**src/dts_params.svh**
```systemverilog
// Purpose: Offsets, field positions, reset values and counts of the debug trace status block.
// Assumes: 32-bit APB with one aligned word per register.
// Notes:   Definitions only.
`ifndef DTS_PARAMS_SVH
`define DTS_PARAMS_SVH

// ----------------------------------------------------------------
// Register byte offsets
// ----------------------------------------------------------------
`define DTS_OFF_STATUS   12'h000
`define DTS_OFF_CONTROL  12'h004
`define DTS_OFF_IRQ_STAT 12'h008
`define DTS_OFF_IRQ_MASK 12'h00c

// ----------------------------------------------------------------
// Status field positions
// ----------------------------------------------------------------
`define DTS_STAT_MATCH_A  7
`define DTS_STAT_MATCH_B  6
`define DTS_STAT_ARMED    5
`define DTS_STAT_RSVD     4
`define DTS_STAT_COUNT_HI 3
`define DTS_STAT_COUNT_LO 0

// ----------------------------------------------------------------
// Control field positions
// ----------------------------------------------------------------
`define DTS_CTL_EN       7
`define DTS_CTL_ARM      6
`define DTS_CTL_MODE     0

// ----------------------------------------------------------------
// Interrupt event positions
// ----------------------------------------------------------------
`define DTS_EV_END       0
`define DTS_EV_MATCH_A   1
`define DTS_EV_MATCH_B   2
`define DTS_EV_W         3

// ----------------------------------------------------------------
// Reset values and counts
// ----------------------------------------------------------------
`define DTS_RST_CTL      8'h00
`define DTS_RST_MASK     3'h0
`define DTS_FIFO_DEPTH   8

`endif

```
**src/dts_pkg.sv**
```systemverilog
// Purpose: Types of the debug trace status block.
// Assumes: Nothing beyond the parameter header.
// Notes:   Offsets and counts live in dts_params.svh.
package dts_pkg;

    // ----------------------------------------------------------------
    // Run state and trace mode
    // ----------------------------------------------------------------
    typedef enum logic [0:0] {
        DTS_IDLE = 1'b0,
        DTS_RUN  = 1'b1
    } dts_state_t;

    typedef enum logic [0:0] {
        DTS_MODE_END   = 1'b0,
        DTS_MODE_BEGIN = 1'b1
    } dts_mode_t;

endpackage : dts_pkg

```
**src/dts_status.sv**
```systemverilog
// Purpose: Debug trace status register with run control, reached over APB.
// Assumes: Comparator and trace-write inputs are synchronous one-cycle pulses.
// Notes:   Zero-wait APB slave; unmapped addresses read zero and raise pslverr.
//
// Design decisions made here: the register addresses and the APB register port.
`timescale 1ns/10ps
`default_nettype none
`include "dts_params.svh"
module dts_status
    import dts_pkg::*;
#(
    parameter int DEPTH = `DTS_FIFO_DEPTH
) (
    // Clock and reset
    input  wire logic        pclk,
    input  wire logic        presetn,
    // APB slave
    input  wire logic        psel,
    input  wire logic        penable,
    input  wire logic        pwrite,
    input  wire logic [11:0] paddr,
    input  wire logic [31:0] pwdata,
    output var  logic [31:0] prdata,
    output var  logic        pready,
    output var  logic        pslverr,
    // Trace events
    input  wire logic        match_a,
    input  wire logic        match_b,
    input  wire logic        trigger,
    input  wire logic        trace_word,
    input  wire logic        trace_read,
    // Results
    output var  logic        armed_out,
    output var  logic        irq
);
    // The four-bit count field and the full test are sized for eight words.
    if (DEPTH != `DTS_FIFO_DEPTH) begin : g_bad_depth
        $error("dts_status: count field serves a depth of 8 only");
    end

    // ----------------------------------------------------------------
    // Bus decode
    // ----------------------------------------------------------------
    // Every access is answered in the cycle after its setup, so writes land at the setup edge.
    logic setup;
    logic wr;
    logic rd;
    assign setup = psel && !penable;
    assign wr    = setup && pwrite;
    assign rd    = setup && !pwrite;

    function automatic logic hit(input logic [11:0] a, input logic [11:0] off);
        hit = (a == off);
    endfunction : hit

    // Status and control are eight bits wide and sit in the low byte of the word.
    function automatic logic [31:0] byte_word(input logic [7:0] b);
        byte_word = {24'h00_0000, b};
    endfunction : byte_word

    logic wr_ctl;
    logic wr_icl;
    logic wr_msk;
    assign wr_ctl = wr && hit(paddr, `DTS_OFF_CONTROL);
    assign wr_icl = wr && hit(paddr, `DTS_OFF_IRQ_STAT);
    assign wr_msk = wr && hit(paddr, `DTS_OFF_IRQ_MASK);

    // ----------------------------------------------------------------
    // Control and run state
    // ----------------------------------------------------------------
    // Software-visible control and the run state.
    logic        en_ff;
    logic        arm_ff;
    dts_mode_t   mode_ff;
    dts_state_t  state_ff;
    logic [2:0]  mask_ff;
    logic        nxt_en;
    logic        nxt_arm;
    dts_mode_t   nxt_mode;
    dts_state_t  nxt_state;
    logic [2:0]  nxt_mask;

    // One-cycle strobes that open and close a run.
    logic        run_start;
    logic        run_end;

    // Word count from the counter below.
    logic        count_full;
    logic [3:0]  valid_count;

    always_comb begin
        nxt_en    = en_ff;
        nxt_arm   = arm_ff;
        nxt_mode  = mode_ff;
        nxt_state = state_ff;
        nxt_mask  = mask_ff;
        run_start = 1'b0;
        run_end   = 1'b0;
        if (wr_msk) begin
            nxt_mask = pwdata[2:0];
        end
        if (wr_ctl) begin
            nxt_en   = pwdata[`DTS_CTL_EN];
            nxt_arm  = pwdata[`DTS_CTL_ARM] && pwdata[`DTS_CTL_EN];
            nxt_mode = dts_mode_t'(pwdata[`DTS_CTL_MODE]);
        end
        case (state_ff)
            DTS_IDLE: begin
                if (wr_ctl && pwdata[`DTS_CTL_EN] && pwdata[`DTS_CTL_ARM]) begin
                    run_start = 1'b1;
                    nxt_state = DTS_RUN;
                end
            end
            DTS_RUN: begin
                // A software stop outranks the hardware end conditions.
                if (wr_ctl && !(pwdata[`DTS_CTL_EN] && pwdata[`DTS_CTL_ARM])) begin
                    run_end = 1'b1;
                end else if (mode_ff == DTS_MODE_BEGIN && count_full) begin
                    run_end = 1'b1;
                end else if (mode_ff == DTS_MODE_END && trigger) begin
                    run_end = 1'b1;
                end
                if (run_end) begin
                    nxt_state = DTS_IDLE;
                    nxt_arm   = 1'b0;
                end
            end
            default: begin
                nxt_state = DTS_IDLE;
            end
        endcase
    end

    always_ff @(posedge pclk or negedge presetn) begin
        if (!presetn) begin
            en_ff    <= 1'b0;
            arm_ff   <= 1'b0;
            mode_ff  <= DTS_MODE_END;
            state_ff <= DTS_IDLE;
            mask_ff  <= `DTS_RST_MASK;
        end else begin
            en_ff    <= nxt_en;
            arm_ff   <= nxt_arm;
            mode_ff  <= nxt_mode;
            state_ff <= nxt_state;
            mask_ff  <= nxt_mask;
        end
    end

    // ----------------------------------------------------------------
    // Comparator match flags
    // ----------------------------------------------------------------
    // The flags keep their value once a run ends, so software can read them later.
    logic        match_a_flag_ff;
    logic        match_b_flag_ff;
    logic        nxt_match_a_flag;
    logic        nxt_match_b_flag;

    always_comb begin
        nxt_match_a_flag = match_a_flag_ff;
        nxt_match_b_flag = match_b_flag_ff;
        if (run_start) begin
            nxt_match_a_flag = 1'b0;
            nxt_match_b_flag = 1'b0;
        end else if (state_ff == DTS_RUN) begin
            if (match_a) begin
                nxt_match_a_flag = 1'b1;
            end
            if (match_b) begin
                nxt_match_b_flag = 1'b1;
            end
        end
    end

    always_ff @(posedge pclk or negedge presetn) begin
        if (!presetn) begin
            match_a_flag_ff <= 1'b0;
            match_b_flag_ff <= 1'b0;
        end else begin
            match_a_flag_ff <= nxt_match_a_flag;
            match_b_flag_ff <= nxt_match_b_flag;
        end
    end

    // ----------------------------------------------------------------
    // Valid word count
    // ----------------------------------------------------------------
    // The read strobe has no path into the counter, so the count holds.
    logic unused_read;
    assign unused_read = trace_read;

    // The count is cleared in the cycle the run state is entered.
    dts_counter #(
        .DEPTH (DEPTH),
        .CW    (4)
    ) u_count (
        .pclk     (pclk),
        .presetn  (presetn),
        .clear    (run_start),
        .count_en (state_ff == DTS_RUN),
        .word_in  (trace_word),
        .count_ff (valid_count),
        .full     (count_full)
    );

    // ----------------------------------------------------------------
    // Interrupts
    // ----------------------------------------------------------------
    logic [2:0] ev;
    logic [2:0] icl;
    logic [2:0] ist;
    logic       irq_q;
    // Run end, and matches while running, are the three interrupt events.
    assign ev  = {match_b && state_ff == DTS_RUN, match_a && state_ff == DTS_RUN, run_end};
    assign icl = wr_icl ? pwdata[2:0] : 3'h0;

    dts_sticky #(
        .W (`DTS_EV_W)
    ) u_irq (
        .pclk      (pclk),
        .presetn   (presetn),
        .event_in  (ev),
        .clear_in  (icl),
        .mask_in   (mask_ff),
        .status_ff (ist),
        .irq_ff    (irq_q)
    );
    assign irq = irq_q;

    // ----------------------------------------------------------------
    // Status image
    // ----------------------------------------------------------------
    logic [7:0]  stat;
    logic        nxt_armed;

    always_comb begin
        stat = 8'h00;
        stat[`DTS_STAT_MATCH_A] = match_a_flag_ff;
        stat[`DTS_STAT_MATCH_B] = match_b_flag_ff;
        stat[`DTS_STAT_ARMED]   = en_ff && arm_ff;
        stat[`DTS_STAT_COUNT_HI:`DTS_STAT_COUNT_LO] = valid_count;
        // The pin follows the next value so that it agrees with the status bit.
        nxt_armed = nxt_en && nxt_arm;
    end

    // ----------------------------------------------------------------
    // Read mux
    // ----------------------------------------------------------------
    // Unmapped offsets read zero and report an error; the status word refuses writes.
    logic [31:0] nxt_rdata;
    logic        nxt_err;

    always_comb begin
        nxt_rdata = 32'h0000_0000;
        nxt_err   = 1'b0;
        if (setup) begin
            if (hit(paddr, `DTS_OFF_STATUS)) begin
                nxt_rdata = byte_word(stat);
                nxt_err   = pwrite;
            end else if (hit(paddr, `DTS_OFF_CONTROL)) begin
                nxt_rdata = byte_word({en_ff, arm_ff, 5'h00, mode_ff});
            end else if (hit(paddr, `DTS_OFF_IRQ_STAT)) begin
                nxt_rdata = {29'h0, ist};
            end else if (hit(paddr, `DTS_OFF_IRQ_MASK)) begin
                nxt_rdata = {29'h0, mask_ff};
            end else begin
                nxt_err = 1'b1;
            end
            if (!rd) begin
                nxt_rdata = 32'h0000_0000;
            end
        end
    end

    // ----------------------------------------------------------------
    // Bus response registers
    // ----------------------------------------------------------------
    always_ff @(posedge pclk or negedge presetn) begin
        if (!presetn) begin
            prdata    <= 32'h0000_0000;
            pready    <= 1'b0;
            pslverr   <= 1'b0;
            armed_out <= 1'b0;
        end else begin
            prdata    <= nxt_rdata;
            pready    <= setup;
            pslverr   <= nxt_err;
            armed_out <= nxt_armed;
        end
    end
endmodule : dts_status
`default_nettype wire

```
**src/dts_sticky.sv**
```systemverilog
// Purpose: Sticky interrupt status with write-one-to-clear and a mask.
// Assumes: Events are one-cycle pulses on pclk.
// Notes:   A set in the clearing cycle wins.
`timescale 1ns/10ps
`default_nettype none
module dts_sticky #(
    parameter int W = 3
) (
    // Clock and reset
    input  wire logic         pclk,
    input  wire logic         presetn,
    // Events and software access
    input  wire logic [W-1:0] event_in,
    input  wire logic [W-1:0] clear_in,
    input  wire logic [W-1:0] mask_in,
    // Results
    output var  logic [W-1:0] status_ff,
    output var  logic         irq_ff
);
    if (W < 1) begin : g_bad_width
        $error("dts_sticky: W must be at least 1");
    end

    logic [W-1:0] nxt_status;
    logic         nxt_irq;

    always_comb begin
        nxt_status = (status_ff & ~clear_in) | event_in;
        nxt_irq    = |(nxt_status & mask_in);
    end

    always_ff @(posedge pclk or negedge presetn) begin
        if (!presetn) begin
            status_ff <= '0;
            irq_ff    <= 1'b0;
        end else begin
            status_ff <= nxt_status;
            irq_ff    <= nxt_irq;
        end
    end
endmodule : dts_sticky
`default_nettype wire

```
**src/dts_counter.sv**
```systemverilog
// Purpose: Counts trace words written during a run, saturating at the depth.
// Assumes: Reads of the trace buffer never reach this counter.
// Notes:   Cleared by the run start pulse.
`timescale 1ns/10ps
`default_nettype none
module dts_counter #(
    parameter int DEPTH = 8,
    parameter int CW    = 4
) (
    // Clock and reset
    input  wire logic          pclk,
    input  wire logic          presetn,
    // Control
    input  wire logic          clear,
    input  wire logic          count_en,
    input  wire logic          word_in,
    // Result
    output var  logic [CW-1:0] count_ff,
    output var  logic          full
);
    if (DEPTH < 1 || DEPTH >= (1 << CW)) begin : g_bad_depth
        $error("dts_counter: DEPTH does not fit in CW bits");
    end

    localparam logic [CW-1:0] MAXC = CW'(DEPTH);

    logic [CW-1:0] nxt_count;

    always_comb begin
        nxt_count = count_ff;
        if (clear) begin
            nxt_count = '0;
        end else if (count_en && word_in && count_ff != MAXC) begin
            nxt_count = count_ff + CW'(1);
        end
    end

    assign full = (count_ff == MAXC);

    always_ff @(posedge pclk or negedge presetn) begin
        if (!presetn) begin
            count_ff <= '0;
        end else begin
            count_ff <= nxt_count;
        end
    end
endmodule : dts_counter
`default_nettype wire

```
**config.mk**
```make
export PLATFORM = sky130hd
export DESIGN_NAME = dts_status
export DESIGN_NICKNAME = d
export VERILOG_FILES = /design/src/dts_pkg.sv /design/src/dts_status.sv /design/src/dts_sticky.sv /design/src/dts_counter.sv
export VERILOG_INCLUDE_DIRS = /design/src /design/src/src
export SDC_FILE = /design/constraint.sdc
export NUM_CORES = 1
export LEC_CHECK = 0
export BUFFER_PORTS_ARGS = -buffer_cell sky130_fd_sc_hd__clkbuf_2
export CAP_MARGIN = 5
export CELL_PAD_IN_SITES_DETAIL_PLACEMENT = 1
export CELL_PAD_IN_SITES_GLOBAL_PLACEMENT = 1
export CORE_AREA = 2 2 71 73
export CTS_CLUSTER_DIAMETER = 50
export CTS_CLUSTER_SIZE = 20
export DETAILED_ROUTE_END_ITERATION = 7
export DIE_AREA = 0 0 73 75
export HOLD_SLACK_MARGIN = 0.1
export PLACE_DENSITY_LB_ADDON = 0.05
export SETUP_SLACK_MARGIN = 0.15
export SYNTH_ARGS = -nofsm -noshare
export SYNTH_HDL_FRONTEND = slang
export SYNTH_SLANG_ARGS = --single-unit
```
**constraint.sdc**
```tcl
create_clock -name pclk -period 3.27 [get_ports pclk]
set_input_delay 0.327 -clock pclk [delete_from_list [all_inputs] [get_ports pclk]]
set_output_delay 0.327 -clock pclk [all_outputs]
set_load 0.01 [all_outputs]
```
==> impl_results.md <==
- Status: completed
- Synth area leaders: dfrtp_1, buf_4, mux2_2
- DRC: 0
- Dpl cells: 230
- Initial DRC Count: 38
- Synth area leader: dfrtp_1
- Critical path's slowest cell: dfrtp_1
- Worst-path clk slew: 0.09 ns
- Synth-to-layout area growth: 10.91%
- Hold Path Class: input pin to asynchronous set/reset pin
- Mux cell area share after synthesis: 8.576%
- Power Dens Cells: 347.7 mW/mm2
- WP data required: 3.42 ns
- Final Max Tran Viols: 0
- Post-Layout Cell Count: 234
- Die Width: 73 um
- Initial antenna violation count: 0
- Netlist Area Pre-Place: 0.001503 mm2
- Adder-cell share of the synthesized area: 1.665%
- Vias per inst: 4.667
- CTS root buffer: clkbuf_8
- Register area: 675.6 um2
- Sequential share of the synthesized area: 44.96%
- Largest family of logic cells by synthesized area: simple AND/OR/NAND/NOR gates
- Clock Sinks: 27
- Complex-gate fraction of the synthesized area: 7.494%
- First-pass GRT wire length: 5.520 mm
- Xor/xnor share of the synthesized area: 1.749%
- Share of layout cells above drive strength 1: 30.00%
- Syn. warnings: 0
- Setup_tns: 0 ns
- TritonCTS clock tree: yes
- H-tree lvl count: 1
- Slowest stage delay, CP: 0.46 ns
- CP Capture Type: register
- Gp weighted congestion: 0.7341
- CP Max Fanout: 5
- Yosys reg bits: 27
- Lkg Pwr: 0.8627 nW
- R2r startpoint: u_count.count_ff[0]
- Worst Tran Pin Value: 0.6735 ns
- RSZ-0062 raised after global routing: no
- Worst EP arrival: 2.01 ns
- VDD IR max: 0.0001312 V
- Clock buffer count from CTS: 3
- CTS resizes: 0
- Dominant delay contributor by cell family on the critical path: compound AO/OA/AOI/OAI gates
- WL/cell: 14.65 um
- Final hold vios: 0
- Worst slew margin: 55.10%
- Fmax: 0.5387 GHz
- CP bufs+invs: 1
- Postcts setup bufs: 0
- Syn Inst Count: 146
- CORE AREA: 0.004661 mm2
- Total gr overflow: 0
- Multi-input gate area: 683.2 um2
- IO Pins: 90
- Vias in the first global route: 1126
- Startpoint types: register
- Die area: 0.005475 mm2
- Port Buf Inserts: 36
- Row cnt: 25
- Period utilization: 56.77%
- GRT Total Usage: 13.07%
- Tmin final: 1.856 ns
- Max-cap viol count: 0
- Clock skew: 0.003364 ns
- Final setup viols: 0
- Critical path class: register to register
- Post-Synth Simple-Gate Area: 19.73%
- Skew-Pair Late Insertion Delay: 0.27 ns
- Cell variety after synth: 37
- Top-area cell type share of the netlist area: 44.96%
- Via count: 1092
- Detail Placement HPWL: 2.744 mm
- Detail Route Antenna Nets: 0
- Crit path cell chain: inv_1, ha_1, nand3b_1, o21ai_0, a41oi_1, nand2_1, a221o_1
- Fill cells: 551
- # diodes: 0
- Clk buf depth: 2
- Total wire length: 3.427 mm
- Mean Syn Cell Area: 10.29 um2
- Net count, final: 237
- Largest net degree at the start of global routing: 28
- Power, Total: 0.5794 mW
- Initial Util: 32.24%
- Drt pass-1 iters: 4
- Worst Setup SP: u_count.count_ff[0]
- Chip height: 75 um
- Post-CTS Hold Fix Bufs: 0
[logic make-up (layout without fill, tap and decap cells)]
group	Yosys count	in the layout
buf+inv	34	44
fa+ha+maj	2	2
flops	27	27
compound gates	17	17
simple gates	51	51
mux	11	11
xor+xnor	3	3
other cells	1	25
[worst paths after layout]
check                                      to  slack, ns  cells past startpoint
min in group pclk                  mask_ff[1]       0.32                      2
max reg2reg                      u_irq.irq_ff       1.41                      7
max                              u_irq.irq_ff       1.41                      7
min                                 prdata[5]       0.08                      1
min reg2reg                   match_a_flag_ff       0.51                      2
max in group asynchronous  u_irq.status_ff[2]       2.76                      1
[placed cells by master (no fill, tap or decap)]
| cell | synthesis | routed |
|---|---|---|
| a41oi_1 | 1 | 1 |
| xnor2_1 | 1 | 1 |
| nand3_2 | 1 | 1 |
| a221o_1 | 1 | 1 |
| nand2b_1 | 1 | 1 |
| nor3_1 | 1 | 1 |
| nand2_1 | 10 | 10 |
| and2_1 | 3 | 3 |
| o21ba_1 | 1 | 1 |
| nand3_1 | 5 | 5 |
| and2b_2 | 1 | 1 |
| clkbuf_8 | 0 | 3 |
| clkbuf_2 | 0 | 36 |
| ha_1 | 2 | 2 |
| dfrtp_1 | 27 | 27 |
| xor2_1 | 2 | 2 |
| a21o_1 | 2 | 2 |
| conb_1 | 1 | 25 |
| or2_2 | 1 | 1 |
| and3_1 | 3 | 3 |
| mux2_2 | 5 | 5 |
| nand3b_1 | 3 | 3 |
| nor2_1 | 12 | 12 |
| clkbuf_1 | 2 | 1 |
| a22o_2 | 1 | 1 |
| nor3b_1 | 1 | 1 |
| and4_1 | 1 | 1 |
| and2_2 | 1 | 1 |
| o21ai_0 | 4 | 4 |
| inv_1 | 4 | 4 |
| a21oi_1 | 6 | 6 |
| mux2i_1 | 5 | 5 |
| nand4_1 | 3 | 3 |
| o41ai_1 | 1 | 1 |
| mux4_2 | 1 | 1 |
| nor4_2 | 4 | 4 |
[area by class of cell]
class                           count  area share (%)
Inverter                            4          0.9009
Timing Repair Buffer               36           10.81
Tap cell                           54           4.054
Clock buffer                        4           2.703
Multi-Input combinational cell    109           40.99
Sequential cell                    27           40.54
[power by group]
group,total (mW),leakage (nW),internal (mW),switching [mW]
combinational,0.0561,0.470,0.0173,0.0388
clock,0.187,0.0228,0.0871,0.0999
sequential,0.336,0.370,0.335,0.000882
[flip-flops by register name (all words and copies together) (netlist names)]
register / cells
u_irq.irq_ff: 1
pready: 1
mask_ff: 3
mode_ff: 1
state_ff: 1
armed_out: 1
prdata: 7
en_ff: 1
pslverr: 1
u_count.count_ff: 4
u_irq.status_ff: 3
match_a_flag_ff: 1
arm_ff: 1
match_b_flag_ff: 1
[through the flow]
stage | hold slack (ns) | area (um2) | util (%) | worst slack (ns)
floorplan | 0.03141 | 1593 | - | 1.676
global placement | 0.4029 | 1622 | 34.79 | 1.274
detailed placement | 0.3993 | 1622 | 34.79 | 1.227
CTS | 0.1048 | 1667 | 35.76 | 1.386
global route | 0.1376 | 1667 | 35.76 | 1.238
finish | 0.07501 | 1667 | 35.76 | 1.414
[synthesized netlist by cell type (all sizes together)]
cell,count
clkbuf,2
a22o,1
nor4,4
nand4,3
mux4,1
mux2i,5
nand3b,3
and2,4
buf,28
ha,2
nor2,12
nand3,6
a21o,2
or2,1
o41ai,1
xnor2,1
dfrtp,27
mux2,5
and3,3
a41oi,1
a21oi,6
nand2,10
o21ba,1
xor2,2
and2b,1
inv,4
o21ai,4
a221o,1
nor3b,1
and4,1
nor3,1
nand2b,1
conb,1
[metal layers]
| metal | wire length (um) | GRT usage, % |
|---|---|---|
| met1 | 1452 | 16.92 |
| met2 | 1805 | 22.72 |
| met3 | 136 | 1.473 |
| met4 | 34 | 4.527 |
| met5 | 0 | 0 |
Power figures use the tool's default switching activity.
